==> config.mk <==
export PLATFORM = sky130hd
export DESIGN_NAME = mrse_exec
export DESIGN_NICKNAME = d
export VERILOG_FILES = /design/src/verilog/mrse_pkg.sv /design/src/verilog/mrse_core_if.sv /design/src/verilog/mrse_alu.sv /design/src/verilog/mrse_seq.sv /design/src/verilog/mrse_exec.sv
export SDC_FILE = /design/constraint.sdc
export NUM_CORES = 1
export LEC_CHECK = 0
export ABC_AREA = 1
export BUFFER_PORTS_ARGS = -buffer_cell sky130_fd_sc_hd__buf_2
export CELL_PAD_IN_SITES_DETAIL_PLACEMENT = 1
export CELL_PAD_IN_SITES_GLOBAL_PLACEMENT = 1
export CORE_AREA = 4 4 143 110
export CTS_BUF_LIST = sky130_fd_sc_hd__clkbuf_4 sky130_fd_sc_hd__clkbuf_8
export DETAILED_ROUTE_END_ITERATION = 16
export DIE_AREA = 0 0 147 114
export GPL_TIMING_DRIVEN = 0
export PLACE_DENSITY = 0.71
export SYNTH_ARGS = -nofsm -noshare
export SYNTH_HDL_FRONTEND = slang
export SYNTH_SLANG_ARGS = --single-unit
==> constraint.sdc <==
create_clock -name CLK_IN -period 3.3 [get_ports CLK_IN]
set_input_delay 0.165 -clock CLK_IN [delete_from_list [all_inputs] [get_ports CLK_IN]]
set_output_delay 0.165 -clock CLK_IN [all_outputs]
set_load 0.1 [all_outputs]
==> src/verilog/mrse_pkg.sv <==
// shared widths, constants, operation codes and state types of the execution datapath
package mrse_pkg;
    localparam int DATA_W = 8;
    localparam int PC_W = 13;
    localparam int MADDR_W = 9;
    localparam int MSB = 7;
    localparam int LSB = 0;
    localparam int NIB = 4;
    localparam logic [7:0] ZERO_BYTE = 8'h00;
    localparam logic [7:0] ONE_BYTE = 8'h01;
    localparam logic [7:0] ACC_RESET = 8'h00;
    localparam logic [12:0] PC_RESET = 13'h0000;
    localparam logic [12:0] PC_STEP = 13'h0001;
    localparam logic [12:0] PC_SKIP = 13'h0002;
    localparam logic [8:0] MADDR_RESET = 9'h000;
    localparam logic GIE_RESET = 1'b0;

    // operation codes presented by the decoder of the core
    typedef enum logic [4:0] {
        OP_NO_OPERATION = 5'h00, OP_JUMP = 5'h01,
        OP_MOVE_MEM_TO_ACC = 5'h02, OP_MOVE_LIT_TO_ACC = 5'h03,
        OP_MOVE_ACC_TO_MEM = 5'h04, OP_OR_MEM_TO_ACC = 5'h05,
        OP_OR_LIT_TO_ACC = 5'h06, OP_BITWISE_OR_TO_MEM = 5'h07,
        OP_SUB_RETURN = 5'h08, OP_RETURN_LIT = 5'h09,
        OP_INTERRUPT_RETURN = 5'h0a, OP_ROTATE_LEFT_MEM = 5'h0b,
        OP_ROTATE_LEFT_TO_ACC = 5'h0c, OP_ROTATE_LEFT_THROUGH_CARRY = 5'h0d,
        OP_ROTATE_LEFT_CARRY_TO_ACC = 5'h0e, OP_ROTATE_RIGHT_MEM = 5'h0f,
        OP_ROTATE_RIGHT_TO_ACC = 5'h10, OP_ROTATE_RIGHT_THROUGH_CARRY = 5'h11,
        OP_ROTATE_RIGHT_CARRY_TO_ACC = 5'h12, OP_SUBTRACT_BORROW_TO_ACC = 5'h13,
        OP_SUBTRACT_BORROW_TO_MEM = 5'h14, OP_DECREMENT_SKIP_ZERO = 5'h15,
        OP_DECREMENT_SKIP_ZERO_TO_ACC = 5'h16
    } mrse_op_t;

    typedef struct packed {
        logic ov;
        logic z;
        logic ac;
        logic c;
    } mrse_flags_t;

    localparam mrse_flags_t FLAGS_RESET = 4'h0;

    typedef enum logic [1:0] {
        ST_EXEC = 2'b01,
        ST_DUMMY = 2'b10
    } mrse_state_t;
endpackage

==> src/verilog/mrse_core_if.sv <==
// carrier between the datapath top and its arithmetic and sequencing modules
`timescale 1ns/1ps
interface mrse_core_if;
    import mrse_pkg::*;
    mrse_op_t op;
    logic [7:0] acc, mem, lit, result;
    logic c_in, dec_zero;
    mrse_flags_t res_flags;
    logic take, jump, pop_req, gie_set, two_cycle, skip;
    logic [12:0] target, stack_top, pc;
    logic ready, discard, pop, gie;

    modport core (output op, acc, mem, lit, c_in, take, jump, pop_req, gie_set,
        two_cycle, skip, target, stack_top,
        input result, res_flags, dec_zero, pc, ready, discard, pop, gie);
    modport alu (input op, acc, mem, lit, c_in, output result, res_flags, dec_zero);
    modport seq (input take, jump, pop_req, gie_set, two_cycle, skip, target,
        stack_top, output pc, ready, discard, pop, gie);
endinterface

==> src/verilog/mrse_alu.sv <==
// combinational result and flag unit
`timescale 1ns/1ps
module mrse_alu (
    mrse_core_if.alu bus
);
    import mrse_pkg::*;
    logic [8:0] sub_sum;
    logic [4:0] sub_low;
    logic [7:0] dec_val;

    // one result byte per operation; flags default to the carry held
    always_comb begin
        sub_sum = {1'b0, bus.acc} + {1'b0, ~bus.mem} + {8'h00, bus.c_in};
        sub_low = {1'b0, bus.acc[NIB-1:LSB]} + {1'b0, ~bus.mem[NIB-1:LSB]} + {4'h0, bus.c_in};
        dec_val = bus.mem - ONE_BYTE;
        bus.result = ZERO_BYTE;
        bus.res_flags = FLAGS_RESET;
        bus.res_flags.c = bus.c_in;
        unique case (bus.op)
            OP_MOVE_MEM_TO_ACC: bus.result = bus.mem;
            OP_MOVE_LIT_TO_ACC, OP_RETURN_LIT: bus.result = bus.lit;
            OP_MOVE_ACC_TO_MEM: bus.result = bus.acc;
            OP_OR_MEM_TO_ACC, OP_BITWISE_OR_TO_MEM: bus.result = bus.acc | bus.mem;
            OP_OR_LIT_TO_ACC: bus.result = bus.acc | bus.lit;
            OP_ROTATE_LEFT_MEM, OP_ROTATE_LEFT_TO_ACC: begin
                bus.result = {bus.mem[MSB-1:LSB], bus.mem[MSB]};
            end
            OP_ROTATE_LEFT_THROUGH_CARRY, OP_ROTATE_LEFT_CARRY_TO_ACC: begin
                bus.result = {bus.mem[MSB-1:LSB], bus.c_in};
                bus.res_flags.c = bus.mem[MSB];
            end
            OP_ROTATE_RIGHT_MEM, OP_ROTATE_RIGHT_TO_ACC: begin
                bus.result = {bus.mem[LSB], bus.mem[MSB:LSB+1]};
            end
            OP_ROTATE_RIGHT_THROUGH_CARRY, OP_ROTATE_RIGHT_CARRY_TO_ACC: begin
                bus.result = {bus.c_in, bus.mem[MSB:LSB+1]};
                bus.res_flags.c = bus.mem[LSB];
            end
            OP_SUBTRACT_BORROW_TO_ACC, OP_SUBTRACT_BORROW_TO_MEM: begin
                bus.result = sub_sum[DATA_W-1:0];
                bus.res_flags.c = sub_sum[DATA_W];
                bus.res_flags.ac = sub_low[NIB];
                // overflow when like-signed operands give a result of the other sign
                bus.res_flags.ov = (bus.acc[MSB] == ~bus.mem[MSB])
                    && (sub_sum[MSB] != bus.acc[MSB]);
            end
            OP_DECREMENT_SKIP_ZERO, OP_DECREMENT_SKIP_ZERO_TO_ACC: bus.result = dec_val;
            default: bus.result = ZERO_BYTE;
        endcase
        bus.res_flags.z = (bus.result == ZERO_BYTE);
        bus.dec_zero = (dec_val == ZERO_BYTE);
    end
endmodule

==> src/verilog/mrse_seq.sv <==
// program counter, return pop, interrupt enable and dummy-cycle sequencer
`timescale 1ns/1ps
module mrse_seq (
    input wire logic clk_in,
    input wire logic reset_in,
    mrse_core_if.seq bus
);
    import mrse_pkg::*;
    typedef struct packed {
        mrse_state_t state;
        logic [12:0] pc;
        logic ready;
        logic discard;
        logic pop;
        logic gie;
    } mrse_seq_t;
    localparam mrse_seq_t SEQ_RESET = '{state: ST_EXEC, pc: PC_RESET, ready: 1'b1,
        discard: 1'b0, pop: 1'b0, gie: GIE_RESET};
    mrse_seq_t seq_reg, seq_next;

    // pops and discards are one-cycle pulses; the dummy cycle refuses new work
    always_comb begin
        seq_next = seq_reg;
        seq_next.discard = 1'b0;
        seq_next.pop = 1'b0;
        unique case (seq_reg.state)
            ST_EXEC: begin
                if (bus.take) begin
                    if (bus.jump) begin
                        seq_next.pc = bus.target;
                    end else if (bus.pop_req) begin
                        seq_next.pc = bus.stack_top;
                    end else if (bus.skip) begin
                        seq_next.pc = seq_reg.pc + PC_SKIP;
                    end else begin
                        seq_next.pc = seq_reg.pc + PC_STEP;
                    end
                    seq_next.pop = bus.pop_req;
                    if (bus.gie_set) begin
                        seq_next.gie = 1'b1;
                    end
                    if (bus.two_cycle || bus.skip) begin
                        seq_next.state = ST_DUMMY;
                        seq_next.ready = 1'b0;
                        seq_next.discard = 1'b1;
                    end
                end
            end
            ST_DUMMY: begin
                seq_next.state = ST_EXEC;
                seq_next.ready = 1'b1;
            end
            default: begin
                seq_next.state = ST_EXEC;
                seq_next.ready = 1'b1;
            end
        endcase
    end

    always_ff @(posedge clk_in or posedge reset_in) begin
        if (reset_in) begin
            seq_reg <= SEQ_RESET;
        end else begin
            seq_reg <= seq_next;
        end
    end

    assign bus.pc = seq_reg.pc;
    assign bus.ready = seq_reg.ready;
    assign bus.discard = seq_reg.discard;
    assign bus.pop = seq_reg.pop;
    assign bus.gie = seq_reg.gie;
endmodule

==> src/verilog/mrse_exec.sv <==
// execution datapath for moves, OR, returns, rotates, borrow subtract, decrement-skip
// Contract
// - jump loads the program counter from the instruction; flags stay.
// - move memory to accumulator copies the byte; flags stay.
// - immediate move loads the 8-bit literal into the accumulator; flags stay.
// - store writes accumulator to memory; accumulator and flags stay.
// - no-operation only advances the program counter by one.
// - OR with memory or literal into accumulator updates only zero.
// - OR to memory writes the OR back to memory, updates only zero.
// - subroutine return pops the program counter, two cycles, no flag change.
// - return with literal pops the counter and loads the literal; flags stay.
// - interrupt return pops the counter and sets global interrupt enable.
// - rotate left to memory feeds bit 7 into bit 0; carry kept.
// - rotate left to accumulator leaves memory and flags unchanged.
// - rotate left through carry to memory: old carry in, bit 7 out.
// - nine-bit left rotate to accumulator, memory kept, only carry changes.
// - rotate right to memory or accumulator feeds bit 0 into bit 7; no flags.
// - rotate right through carry: old carry to bit 7, bit 0 to carry.
// - borrow subtract to accumulator; updates overflow, zero, aux carry, carry.
// - borrow subtract to memory writes memory; updates the same four flags.
// - decrement-skip writes memory; zero result skips, two cycles, else one.
// - decrement-skip to accumulator keeps memory and skips on zero.
// - a taken skip discards the prefetched word and adds a dummy cycle.
`timescale 1ns/1ps
module mrse_exec (
    input wire logic CLK_IN,
    input wire logic RESET_IN,
    input wire logic OP_VALID_IN,
    input wire mrse_pkg::mrse_op_t OP_CODE_IN,
    input wire logic [mrse_pkg::PC_W-1:0] OP_TARGET_IN,
    input wire logic [mrse_pkg::MADDR_W-1:0] OP_MADDR_IN,
    input wire logic [mrse_pkg::DATA_W-1:0] OP_LIT_IN,
    input wire logic [mrse_pkg::DATA_W-1:0] MEM_RDATA_IN,
    input wire logic [mrse_pkg::PC_W-1:0] STACK_TOP_IN,
    output logic READY_OUT,
    output logic [mrse_pkg::PC_W-1:0] PC_OUT,
    output logic DISCARD_OUT,
    output logic STACK_POP_OUT,
    output logic GLOBAL_INTERRUPT_ENABLE_OUT,
    output logic [mrse_pkg::DATA_W-1:0] ACC_OUT,
    output logic FLAG_OV_OUT,
    output logic FLAG_Z_OUT,
    output logic FLAG_AC_OUT,
    output logic FLAG_C_OUT,
    output logic MEM_WE_OUT,
    output logic [mrse_pkg::MADDR_W-1:0] MEM_WADDR_OUT,
    output logic [mrse_pkg::DATA_W-1:0] MEM_WDATA_OUT
);
    import mrse_pkg::*;

    typedef struct packed {
        logic [7:0] acc;
        mrse_flags_t flags;
        logic mem_we;
        logic [8:0] mem_waddr;
        logic [7:0] mem_wdata;
    } mrse_core_t;
    localparam mrse_core_t CORE_RESET = '{acc: ACC_RESET, flags: FLAGS_RESET,
        mem_we: 1'b0, mem_waddr: MADDR_RESET, mem_wdata: ZERO_BYTE};

    mrse_core_t core_reg, core_next;
    mrse_core_if cif();
    logic take;
    logic is_dec;

    // an instruction is taken only while the sequencer is out of a dummy cycle
    assign take = OP_VALID_IN && READY_OUT;
    assign is_dec = (OP_CODE_IN == OP_DECREMENT_SKIP_ZERO)
        || (OP_CODE_IN == OP_DECREMENT_SKIP_ZERO_TO_ACC);

    // operands toward the result unit; memory byte is read in the issue cycle
    assign cif.op = OP_CODE_IN;
    assign cif.acc = core_reg.acc;
    assign cif.mem = MEM_RDATA_IN;
    assign cif.lit = OP_LIT_IN;
    assign cif.c_in = core_reg.flags.c;

    // control toward the sequencer
    assign cif.take = take;
    assign cif.jump = (OP_CODE_IN == OP_JUMP);
    assign cif.pop_req = (OP_CODE_IN == OP_SUB_RETURN) || (OP_CODE_IN == OP_RETURN_LIT)
        || (OP_CODE_IN == OP_INTERRUPT_RETURN);
    assign cif.gie_set = (OP_CODE_IN == OP_INTERRUPT_RETURN);
    assign cif.two_cycle = (OP_CODE_IN == OP_SUB_RETURN);
    assign cif.skip = is_dec && cif.dec_zero;
    assign cif.target = OP_TARGET_IN;
    assign cif.stack_top = STACK_TOP_IN;

    mrse_alu u_alu (
        .bus(cif.alu)
    );

    mrse_seq u_seq (
        .clk_in(CLK_IN),
        .reset_in(RESET_IN),
        .bus(cif.seq)
    );

    // destination and flag-update decode; untouched flags hold by default
    always_comb begin
        logic to_acc;
        logic to_mem;
        logic upd_z;
        logic upd_c;
        logic upd_arith;
        to_acc = 1'b0;
        to_mem = 1'b0;
        upd_z = 1'b0;
        upd_c = 1'b0;
        upd_arith = 1'b0;
        core_next = core_reg;
        core_next.mem_we = 1'b0;
        unique case (OP_CODE_IN)
            OP_MOVE_MEM_TO_ACC, OP_MOVE_LIT_TO_ACC, OP_RETURN_LIT: begin
                to_acc = 1'b1;
            end
            OP_MOVE_ACC_TO_MEM: to_mem = 1'b1;
            OP_OR_MEM_TO_ACC, OP_OR_LIT_TO_ACC: begin
                to_acc = 1'b1;
                upd_z = 1'b1;
            end
            OP_BITWISE_OR_TO_MEM: begin
                to_mem = 1'b1;
                upd_z = 1'b1;
            end
            OP_ROTATE_LEFT_MEM, OP_ROTATE_RIGHT_MEM: to_mem = 1'b1;
            OP_ROTATE_LEFT_TO_ACC, OP_ROTATE_RIGHT_TO_ACC: to_acc = 1'b1;
            OP_ROTATE_LEFT_THROUGH_CARRY, OP_ROTATE_RIGHT_THROUGH_CARRY: begin
                to_mem = 1'b1;
                upd_c = 1'b1;
            end
            OP_ROTATE_LEFT_CARRY_TO_ACC, OP_ROTATE_RIGHT_CARRY_TO_ACC: begin
                to_acc = 1'b1;
                upd_c = 1'b1;
            end
            OP_SUBTRACT_BORROW_TO_ACC: begin
                to_acc = 1'b1;
                upd_arith = 1'b1;
            end
            OP_SUBTRACT_BORROW_TO_MEM: begin
                to_mem = 1'b1;
                upd_arith = 1'b1;
            end
            OP_DECREMENT_SKIP_ZERO: to_mem = 1'b1;
            OP_DECREMENT_SKIP_ZERO_TO_ACC: to_acc = 1'b1;
            // jump, returns without data and no-operation touch no data path
            OP_NO_OPERATION, OP_JUMP, OP_SUB_RETURN, OP_INTERRUPT_RETURN: begin
                to_acc = 1'b0;
            end
            default: to_acc = 1'b0;
        endcase
        if (take) begin
            if (to_acc) begin
                core_next.acc = cif.result;
            end
            if (to_mem) begin
                core_next.mem_we = 1'b1;
                core_next.mem_waddr = OP_MADDR_IN;
                core_next.mem_wdata = cif.result;
            end
            if (upd_z) begin
                core_next.flags.z = cif.res_flags.z;
            end
            if (upd_c) begin
                core_next.flags.c = cif.res_flags.c;
            end
            if (upd_arith) begin
                core_next.flags = cif.res_flags;
            end
        end
    end

    always_ff @(posedge CLK_IN or posedge RESET_IN) begin
        if (RESET_IN) begin
            core_reg <= CORE_RESET;
        end else begin
            core_reg <= core_next;
        end
    end

    // every output is a flop of this module or of the sequencer
    assign ACC_OUT = core_reg.acc;
    assign FLAG_OV_OUT = core_reg.flags.ov;
    assign FLAG_Z_OUT = core_reg.flags.z;
    assign FLAG_AC_OUT = core_reg.flags.ac;
    assign FLAG_C_OUT = core_reg.flags.c;
    assign MEM_WE_OUT = core_reg.mem_we;
    assign MEM_WADDR_OUT = core_reg.mem_waddr;
    assign MEM_WDATA_OUT = core_reg.mem_wdata;
    assign READY_OUT = cif.ready;
    assign PC_OUT = cif.pc;
    assign DISCARD_OUT = cif.discard;
    assign STACK_POP_OUT = cif.pop;
    assign GLOBAL_INTERRUPT_ENABLE_OUT = cif.gie;

    // checks on the executed effect, one cycle after the issue edge
    logic [3:0] flag_bits;
    assign flag_bits = {FLAG_OV_OUT, FLAG_Z_OUT, FLAG_AC_OUT, FLAG_C_OUT};
endmodule

### Word level (Yosys, flattened, before mapping)

Cells that the tools add are included.

| word-level totals | value |
|---|---|
| register bits after elaboration | 49 |
| bits of input ports | 59 |
| output and inout port bits | 47 |
| word-level logic and storage cells | 108 |

| cells by class | value |
|---|---|
| add/sub/neg operators | 7 |
| eq/ne operators | 27 |
| muxes and demuxes | 24 |
| bitwise gates (word level) | 5 |
| reduce and logical (&&, ||, !) cells | 31 |

Operators by type and width:

| operator | number |
|---|---|
| $pmux W8 S11 | 1 |
| $eq A5 B4 Y1 const B | 8 |
| $mux W13 | 3 |
| $mux W18 | 2 |
| $eq A5 B5 Y1 const B | 7 |
| $eq A5 B3 Y1 const B | 4 |
| $mux W19 | 1 |
| $logic_not A8 Y1 | 2 |
| $or A8 B8 Y8 | 2 |
| $reduce_or A2 Y1 | 8 |
| $reduce_and A2 Y1 | 7 |
| $add A13 B1 Y13 const B | 1 |
| $add A13 B2 Y13 const B | 1 |
| $mux W1 | 11 |
| $reduce_or A11 Y1 | 1 |
| $eq A5 B2 Y1 const B | 2 |
| $add A8 B8 Y9 | 1 |
| $add A9 B1 Y9 | 1 |
| $not A8 Y8 | 1 |
| $reduce_or A8 Y1 | 1 |
| $sub A8 B1 Y8 const B | 1 |
| $mux W2 | 3 |
| $mux W3 | 2 |
| $add A4 B4 Y5 | 1 |
| other kinds (16) | 22 |

### Logic depth before layout (Yosys ltp)

Gate-level depths: netlist of the first run.

| depth | value |
|---|---|
| depth after elaboration | 8 |
| gate-level depth with buffers | 16 |
| depth with buffers taken out | 16 |

### Hierarchy

Synthesis of the first run repeated with hierarchy kept, for this count alone.

| second synthesis, totals | value |
|---|---|
| cell total of the unflattened synthesis | 707 |
| area total of the unflattened synthesis | 4,362.9 µm² |

Modules (own cells, without submodules):

| module | instances | cells an instance | area an instance (µm²) | seq. area each (µm²) |
|---|---|---|---|---|
| mrse_alu | 1 | 321 | 1,487.7 | 0.0 |
| mrse_exec | 1 | 179 | 1,465.2 | 750.7 |
| mrse_seq | 1 | 207 | 1,410.1 | 451.7 |

### Worst setup path after synthesis of the first run

Ideal clock, no wire load.

| path | value |
|---|---|
| kind | flip-flop to flip-flop |
| start point | register core_reg, in the netlist ACC_OUT[0] |
| end point | register core_reg, in the netlist FLAG_Z_OUT |
| library setup time | 68 ps |
| arrival time | 2,448 ps |
| data required time | 3,232 ps |
| path slack | 785 ps |
| stages on the path, launching flop included | 16 |
| path buffers | 0 |
| period minus slack after synthesis | 2,515 ps |
| cell sequence | dfrtp_1 > inv_1 > fa_1 > inv_1 > nand2_1 > nand2_1 > nand2_1 > nand2_1 > nand3_1 > nand2_1 > nand2_1 > nand3_1 > nand3_1 > nor2_1 > nand2_1 > nand2_1 |

| on the way | value |
|---|---|
| word-level cells in the longest chain between the ends | 6 |
| elaborated cells on any way between the ends | 8 |
| those cells by class | add/sub (2); mux (3); bitwise (2); reduce/logical (1) |

RTL lines:

| element | RTL line | RTL |
|---|---|---|
| start, declared | mrse_exec.sv:61 | `mrse_core_t core_reg, core_next;` |
| start signal, assigned | mrse_exec.sv:177 | `core_reg <= core_next;` |
| $add A8 B8 Y9 | mrse_alu.sv:13 | `sub_sum = {1'b0, bus.acc} + {1'b0, ~bus.mem} + {8'h00, bus.c_in};` |
| $add A9 B1 Y9 | mrse_alu.sv:13 |  |
| $pmux W8 S11 (*) | mrse_alu.sv:19 | `unique case (bus.op)` |
| $logic_not A8 Y1 (*) | mrse_alu.sv:50 | `bus.res_flags.z = (bus.result == ZERO_BYTE);` |
| $mux W1 | mrse_exec.sv:161 | `if (upd_z) begin` |
| $mux W3 (*) | mrse_exec.sv:167 | `if (upd_arith) begin` |

Mark *: on every way between the ends. The rest lies on a longest branch, timed or not. The select of a mux whose other input is x is not followed.
A chain may end at the register's enable or synchronous reset.

### Worst setup path in the final report of the first run

Same ends and word-level chain as after synthesis.

==> results of run 1 <==
==> layer usage <==
layer | wire length (µm) | vias up | GRT usage [%]
met5 | 0 | - | 0
met3 | 955 | 9 | 3.574
met1 | 8108 | 2211 | 28.26
met2 | 6377 | 104 | 27.06
met4 | 126 | 0 | 3.600
li1 | - | 2365 | -
==> cells in the final DEF, fill, tap and decap left out, types with 2 or more instances in the layout <==
| master | count |
|---|---|
| o21ai_0 | 36 |
| ha_1 | 11 |
| clkbuf_8 | 5 |
| clkbuf_1 | 6 |
| xnor2_1 | 5 |
| buf_2 | 110 |
| nand3b_1 | 7 |
| o21ai_1 | 3 |
| nand4_1 | 12 |
| nand3_1 | 74 |
| dfrtp_1 | 47 |
| nand2_2 | 8 |
| nand3_2 | 2 |
| nand2_1 | 246 |
| nor2_2 | 3 |
| inv_1 | 77 |
| a31oi_1 | 2 |
| nor3_1 | 3 |
| and2_1 | 2 |
| xor2_1 | 14 |
| nor2_4 | 3 |
| nor2_1 | 61 |
| o211ai_1 | 2 |
| buf_4 | 15 |
| a21oi_1 | 14 |
| inv_2 | 5 |
==> per-stage QoR <==
stage / hold WS (ns) / instances / utilization, % / power, µW / cell area (µm²)
2_1_floorplan: 0.2746 / 681 / - / 2590 / 4243
3_3_place_gp: 0.3616 / 983 / 34.96 / 2999 / 5004
3_5_place_dp: 0.2578 / 984 / 35.10 / 3030 / 5024
4_1_cts: 0.02470 / 993 / 35.98 / 3507 / 5149
5_1_grt: 0.03188 / 993 / 35.98 / 3710 / 5149
6_report: 0.03496 / 993 / 35.98 / 3479 / 5149
==> cells by family (layout without fill, tap and decap cells) <==
group	count (synthesis)	count (layout)
fa+ha+maj	12	12
simple gates	424	424
compound gates	64	64
buf+inv	114	226
xor+xnor	19	19
flops	48	48
==> power groups by stage <==
stage | clock (µW) | combinational [µW] | sequential [µW]
5_1_grt | 503 | 2290 | 920
3_3_place_gp | 0 | 2090 | 905
6_report | 461 | 2120 | 894
3_5_place_dp | 0 | 2130 | 901
4_1_cts | 478 | 2130 | 894
2_1_floorplan | 0 | 1030 | 1560
==> worst paths after layout <==
| check | to | cells after the start | slack, ns |
|---|---|---|---|
| max in group asynchronous | u_seq.bus.ready | 4 | 2.25 |
| min | MEM_WADDR_OUT[0] | 3 | 0.03 |
| max reg2reg | FLAG_Z_OUT | 15 | 0.96 |
| min reg2reg | u_seq.bus.gie | 1 | 0.47 |
| min in group asynchronous | MEM_WADDR_OUT[4] | 3 | 0.44 |
| max | FLAG_Z_OUT | 15 | 0.96 |
==> worst min-delay path: stages <==
cell and delay (ns):
buf_2 0.07, nand2_1 0.04, nand2_1 0.05
==> cell type report <==
cell class | instances | area, µm²
sequential | 48 | 1202
tap | 200 | 250.2
clock inverter | 3 | 46.29
fill | 1957 | 9163
multi-input combinational | 519 | 2537
inverter | 83 | 311.5
clock buffer | 5 | 68.82
timing repair buffer | 104 | 540.5
buffer | 31 | 191.4
==> what timing repair did <==
item / CTS / global route
hold buffers: 1 / 0
gates resized for setup: 0 / 0
hold endpoints to repair: 24 / 0
setup endpoints to repair: 0 / 0
==> results.cfg, run 1 <==
[timing]
rsz0062_at_grt = false
setup_ws_ns = 0.9565
finalSetupViolCount = 0
finalSetupTns_ns = 0
layout_worst_path_cycle_share_pct = 71.01
max_slew_margin_pct = 61.95
hold_viol = 0
tightest_slew_ns = 0.5700
fin_crit_ns = 2.343
drv_slew = 0
fmax_mhz = 426.7
clock_skew_ns = 0.01262

[pwr]
leakage_uw = 0.002859
vdd_drop_max_mv = 0.4201
power_frac_comb_pct = 61.0
pwr-share-clk_pct = 13.3
switchingPower_uw = 2058
p_seq_share_pct = 25.7
netSwitchingFraction_pct = 59.17
power.density_mw_per_mm2 = 675.7
power.internal_uw = 1420

[run_status]
status = complete, no violations

[floorplan]
start_util_pct = 29.65
die_w_um = 147
dieArea_mm2 = 0.01676
ios = 106
num_rows = 38
fp.dieH_um = 114
core_mm2 = 0.01431

[run]
cap_viol_max_count = 0

[setup_path]
critical_path.top_delay_family = simple AND/OR/NAND/NOR gates
worst_setup_path_start_kind = flop
crit_required_ns = 3.55
worst-setup-path-type = reg -> reg
cp.arrival_ns = 2.60
crit_path_start = ACC_OUT[0]
max_stage_delay_ns = 0.47
cp_max_fo = 4
worstPathCellList = inv_1 > fa_1 > inv_1 > nand2_1 > nand2_1 > nand2_1 > nand2_1 > nand3_1 > nand2_1 > nand2_1 > nand3_1 > nand3_1 > nor2_1 > nand2_1 > nand2_1
rr_startpoint = ACC_OUT[0]
cp-end-kind = flop
crit_slowest_cell = dfrtp_1
crit_buf_inv = 2
crit_top_cell = nand2_1

[global_route]
antenna_found_initial = 0
grt_remaining_overflow = 0
grt_pass1_wl_mm = 24.94
grt_max_degree = 26
grt_pass1_vias = 4697
grt_usage_pct = 18.48

[clocking]
cts_setup_buffers = 0
numCtsBuffers = 5
cts_tree = yes
clkSlewWorstSetupHoldPaths_ns = 0.10
clock-sinks = 48
cts_root_buf = clkbuf_8
max-clock-path-buffers = 2
clock_latency_ns = 0.32
htreeDepth = 2

[synthesis]
yosysSeqAreaShare_pct = 28.34
synth-simple-area-share_pct = 43.47
synth_cells = 681
synth_compound_area_share_pct = 8.699
synth_top_family_by_area = simple AND/OR/NAND/NOR gates
synthTopCellsByCount = nand2_1 (246), inv_1 (78), nand3_1 (74)
synth_warnings = 0
synth_fa_ha_area_share_pct = 3.716
synthArstFlopShare_pct = 100.0
synth_xor_area_share_pct = 3.922
synth_most_common_cell = nand2_1
synth.largest_area_cell = dfrtp_1
synth.avg_cell_area_um2 = 6.230
synth_top_area_share_pct = 27.72
synth_nets = 752
netlist_area_mm2 = 0.004243
synth_edf_count = 0
yosysUniqueCellTypes = 40
synthMuxAreaShare_pct = 0
synthFlopType = dfrtp_1
synthTopCellsByArea = dfrtp_1 (28%), nand2_1 (22%), nand3_1 (8.7%)
ys_seq_elements = 48

[cells_and_area]
antenna_cells = 0
largest_reg_flops = 13
drive_gt1_share_pct = 20.55
finalNetCount = 863
areaGrowthSynthToFinish_pct = 21.35

[place]
place_hpwl_mm = 12.48
portBuffers = 102
gp_congestion = 0.8573
pre_cts_ws_ns = 0.8530

[drt]
routed_via_density = 4.722
firstDrtPassIters = 4
num_vias = 4689
ant_nets = 0
routed_wl_mm = 15.57
drt-initial-drc-count = 283
drc_errors = 0
wl_per_cell_um = 15.68

[worst_hold_path]
worstHoldStart = OP_MADDR_IN[0]
hold_path_class = in -> reg
Power figures use the tool's default switching activity.
==> run 2: changes to the inputs <==
--- a/config.mk
+++ b/config.mk
@@ -5,16 +5,16 @@
 export SDC_FILE = /design/constraint.sdc
 export NUM_CORES = 1
 export LEC_CHECK = 0
-export ABC_AREA = 1
+export ABC_AREA = 0
 export BUFFER_PORTS_ARGS = -buffer_cell sky130_fd_sc_hd__buf_2
 export CELL_PAD_IN_SITES_DETAIL_PLACEMENT = 1
 export CELL_PAD_IN_SITES_GLOBAL_PLACEMENT = 1
-export CORE_AREA = 4 4 143 110
+export CORE_AREA = 4 4 134 104
 export CTS_BUF_LIST = sky130_fd_sc_hd__clkbuf_4 sky130_fd_sc_hd__clkbuf_8
 export DETAILED_ROUTE_END_ITERATION = 16
-export DIE_AREA = 0 0 147 114
+export DIE_AREA = 0 0 138 108
 export GPL_TIMING_DRIVEN = 0
-export PLACE_DENSITY = 0.71
+export PLACE_DENSITY = 0.68
 export SYNTH_ARGS = -nofsm -noshare
 export SYNTH_HDL_FRONTEND = slang
 export SYNTH_SLANG_ARGS = --single-unit
==> constraint.sdc (replaced) <==
create_clock -name CLK_IN -period 2.2 [get_ports CLK_IN]
set_input_delay 0.11 -clock CLK_IN [delete_from_list [all_inputs] [get_ports CLK_IN]]
set_output_delay 0.11 -clock CLK_IN [all_outputs]
set_load 0.1 [all_outputs]
==> run 2 against run 1 <==
The run now ends with setup timing left. Final area decreased by 3.1%. Global-route usage decreased by 0.63 points. Total power increased by 53%. Synthesized area decreased by 13%. Maximum frequency decreased by 12%. Critical path type unchanged. Combinational power increased by 55%. Synthesized cell count decreased by 39%. Critical path depth decreased by 5. Utilization increased by 3.3 points. Non-clock buffer count increased by 20. Flip-flop and latch count unchanged. Clock skew decreased by 0.0054 ns.
==> results.cfg, run 2 <==
[run_status]
status = finished, violations left
failed_checks = setup timing

[floorplan]
dieArea_mm2 = 0.01490
num_rows = 36
fp.dieH_um = 108
die_w_um = 138
ios = 106
start_util_pct = 29.12
core_mm2 = 0.01270

[synthesis]
synthTopCellsByArea = dfrtp_1 (32%), mux2_2 (8.5%), a21oi_1 (4.2%)
synthArstFlopShare_pct = 100.0
synth_top_area_share_pct = 31.80
synth_cells = 415
synth.largest_area_cell = dfrtp_1
synth_most_common_cell = dfrtp_1
synth_warnings = 0
synth_edf_count = 0
synthFlopType = dfrtp_1
yosysUniqueCellTypes = 69
synthTopCellsByCount = dfrtp_1 (47), nor2_1 (37), a21oi_1 (31)
yosysSeqAreaShare_pct = 32.51
ys_seq_elements = 48
synth_nets = 486
synth.avg_cell_area_um2 = 8.912
netlist_area_mm2 = 0.003699

[setup_path]
crit_slowest_cell = or4_4
crit_required_ns = 2.41
cp_max_fo = 4
cp.arrival_ns = 2.87
worst_setup_path_start_kind = flop
rr_startpoint = FLAG_C_OUT
reg2reg_slack_ns = -0.46
cp-end-kind = flop
max_stage_delay_ns = 0.49
worstPathCellList = inv_2 > fa_2 > nor2b_4 > buf_4 > o2111ai_2 > nand3b_1 > xor2_1 > a211o_1 > or4_4 > o41ai_2
reg2regPathDepth = 10
worst-setup-path-type = reg -> reg
regToRegEndpoint = FLAG_Z_OUT

[cells_and_area]
fin_area_mm2 = 0.004991
antenna_cells = 0
finalNetCount = 612
areaGrowthSynthToFinish_pct = 34.95
largest_reg_flops = 13
mostFrequentLayoutCell = buf_2
fin_cells = 713
drive_gt1_share_pct = 44.83
most-common-layout-cells = buf_2 (103), dfrtp_1 (39), buf_4 (33)

[clocking]
htreeDepth = 2
max-clock-path-buffers = 2
numCtsBuffers = 5
cts_tree = yes
clkSlewWorstSetupHoldPaths_ns = 0.10
cts_root_buf = clkbuf_8
clock-sinks = 48
clock_latency_ns = 0.31

[timing]
fmax_mhz = 375.6
rsz0062_at_grt = true
drv_slew = 0
layout_worst_path_cycle_share_pct = 121.0
finalSetupViolCount = 7
tightest_slew_ns = 0.8419
fin_crit_ns = 2.663
clock_skew_ns = 0.007263
max_slew_margin_pct = 43.75
setup_ws_ns = -0.4625
hold_viol = 0

[place]
placed_area_mm2 = 0.004572
place_hpwl_mm = 10.61
pre_cts_ws_ns = -0.7791
gp_congestion = 0.9249
portBuffers = 100
dp.cells = 687

[global_route]
grt_pass1_wl_mm = 21.38
grt_usage_pct = 17.85
grt_pass1_vias = 3939
antenna_found_initial = 0
grt_max_degree = 27
grt_remaining_overflow = 0

[pwr]
power_uw = 5329
power.density_mw_per_mm2 = 1068
leakage_uw = 0.002207
vdd_drop_max_mv = 0.6966

[drt]
firstDrtPassIters = 5
routed_wl_mm = 13.61
drt-initial-drc-count = 267
num_vias = 3815
ant_nets = 0
wl_per_cell_um = 19.08
drc_errors = 0
routed_via_density = 5.351

[worst_hold_path]
worstHoldPathCells = 2
worstHoldStart = OP_MADDR_IN[0]
hold_end = MEM_WADDR_OUT[0]
hold_path_class = in -> reg

[run]
cap_viol_max_count = 0
run 2: metrics by stage:
step / setup TNS (ns) / utilization (%) / hold slack [ns]
6_report: -1.207 / 39.29 / 0.02622
5_1_grt: -2.419 / 39.29 / 0.02407
4_1_cts: -0.9286 / 37.84 / 0.01968
3_5_place_dp: -9.635 / 35.99 / 0.2137
3_3_place_gp: -7.750 / 35.84 / 0.3418
2_1_floorplan: -0.4640 / - / 0.2617
run 2: how the worst max path moves through the flow:
stage,depth (start not counted),slack [ns],start,to
2_1_floorplan,8,-0.41,ACC_OUT[1],FLAG_Z_OUT
3_3_place_gp,10,-0.70,MEM_RDATA_IN[2],FLAG_Z_OUT
3_5_place_dp,11,-0.78,MEM_RDATA_IN[2],FLAG_Z_OUT
4_1_cts,9,-0.47,FLAG_C_OUT,FLAG_Z_OUT
5_1_grt,9,-0.59,FLAG_C_OUT,FLAG_Z_OUT
6_report,10,-0.46,FLAG_C_OUT,FLAG_Z_OUT
run 2: report_power, final:
group	total (µW)	switching, µW	internal [µW]	leakage [µW]
Clock	668	325	343	0.0000583
Sequential	1380	248	1130	0.000579
Combinational	3290	2430	854	0.00157
run 2: layer usage:
metal  wire, µm  track usage (%)  vias up
met5          0                0        -
met4        146            3.315        0
met3        920            3.714       12
met2       6257            28.24      117
met1       6281            25.53     1903
li1           -                -     1783
run 2: critical path: cells and delay by family (launching register included):
family | cells | cell delay (ns)
AO/OA/AOI/OAI | 3 | 0.64
adder cells (fa/ha/maj) | 1 | 0.40
AND/OR/NAND/NOR | 3 | 0.80
flip-flops | 1 | 0.45
XOR/XNOR | 1 | 0.09
buffers and inverters | 2 | 0.17
run 2: repair_timing:
| item | in CTS | in global routing |
|---|---|---|
| gates resized for setup | 8 | 36 |
| endpoints found under the setup margin | 20 | 28 |
| pin swaps | 9 | 14 |
| buffers inserted | 10 | 9 |
| hold endpoints to repair | 21 | 0 |
| hold buffers | 1 | 0 |
run 2: cell families after synthesis:
kind of cell    count (synthesis)  share of synthesized area, %
flops                          48                         32.51
mux                            31                         9.337
fa+ha+maj                      12                         4.262
buf+inv                        51                         7.578
simple gates                  133                         19.32
compound gates                122                         22.53
xor+xnor                       18                         4.466
run 2: area by class of cell:
type | count | area, µm²
plain buffers | 35 | 246.5
clock buffers | 5 | 68.82
clock inverters | 3 | 47.55
fillers | 1542 | 7711
inverters | 15 | 61.31
multi-input cells | 316 | 2435
flip-flops and latches | 48 | 1234
well taps | 171 | 214.0
repair buffers | 120 | 684.4
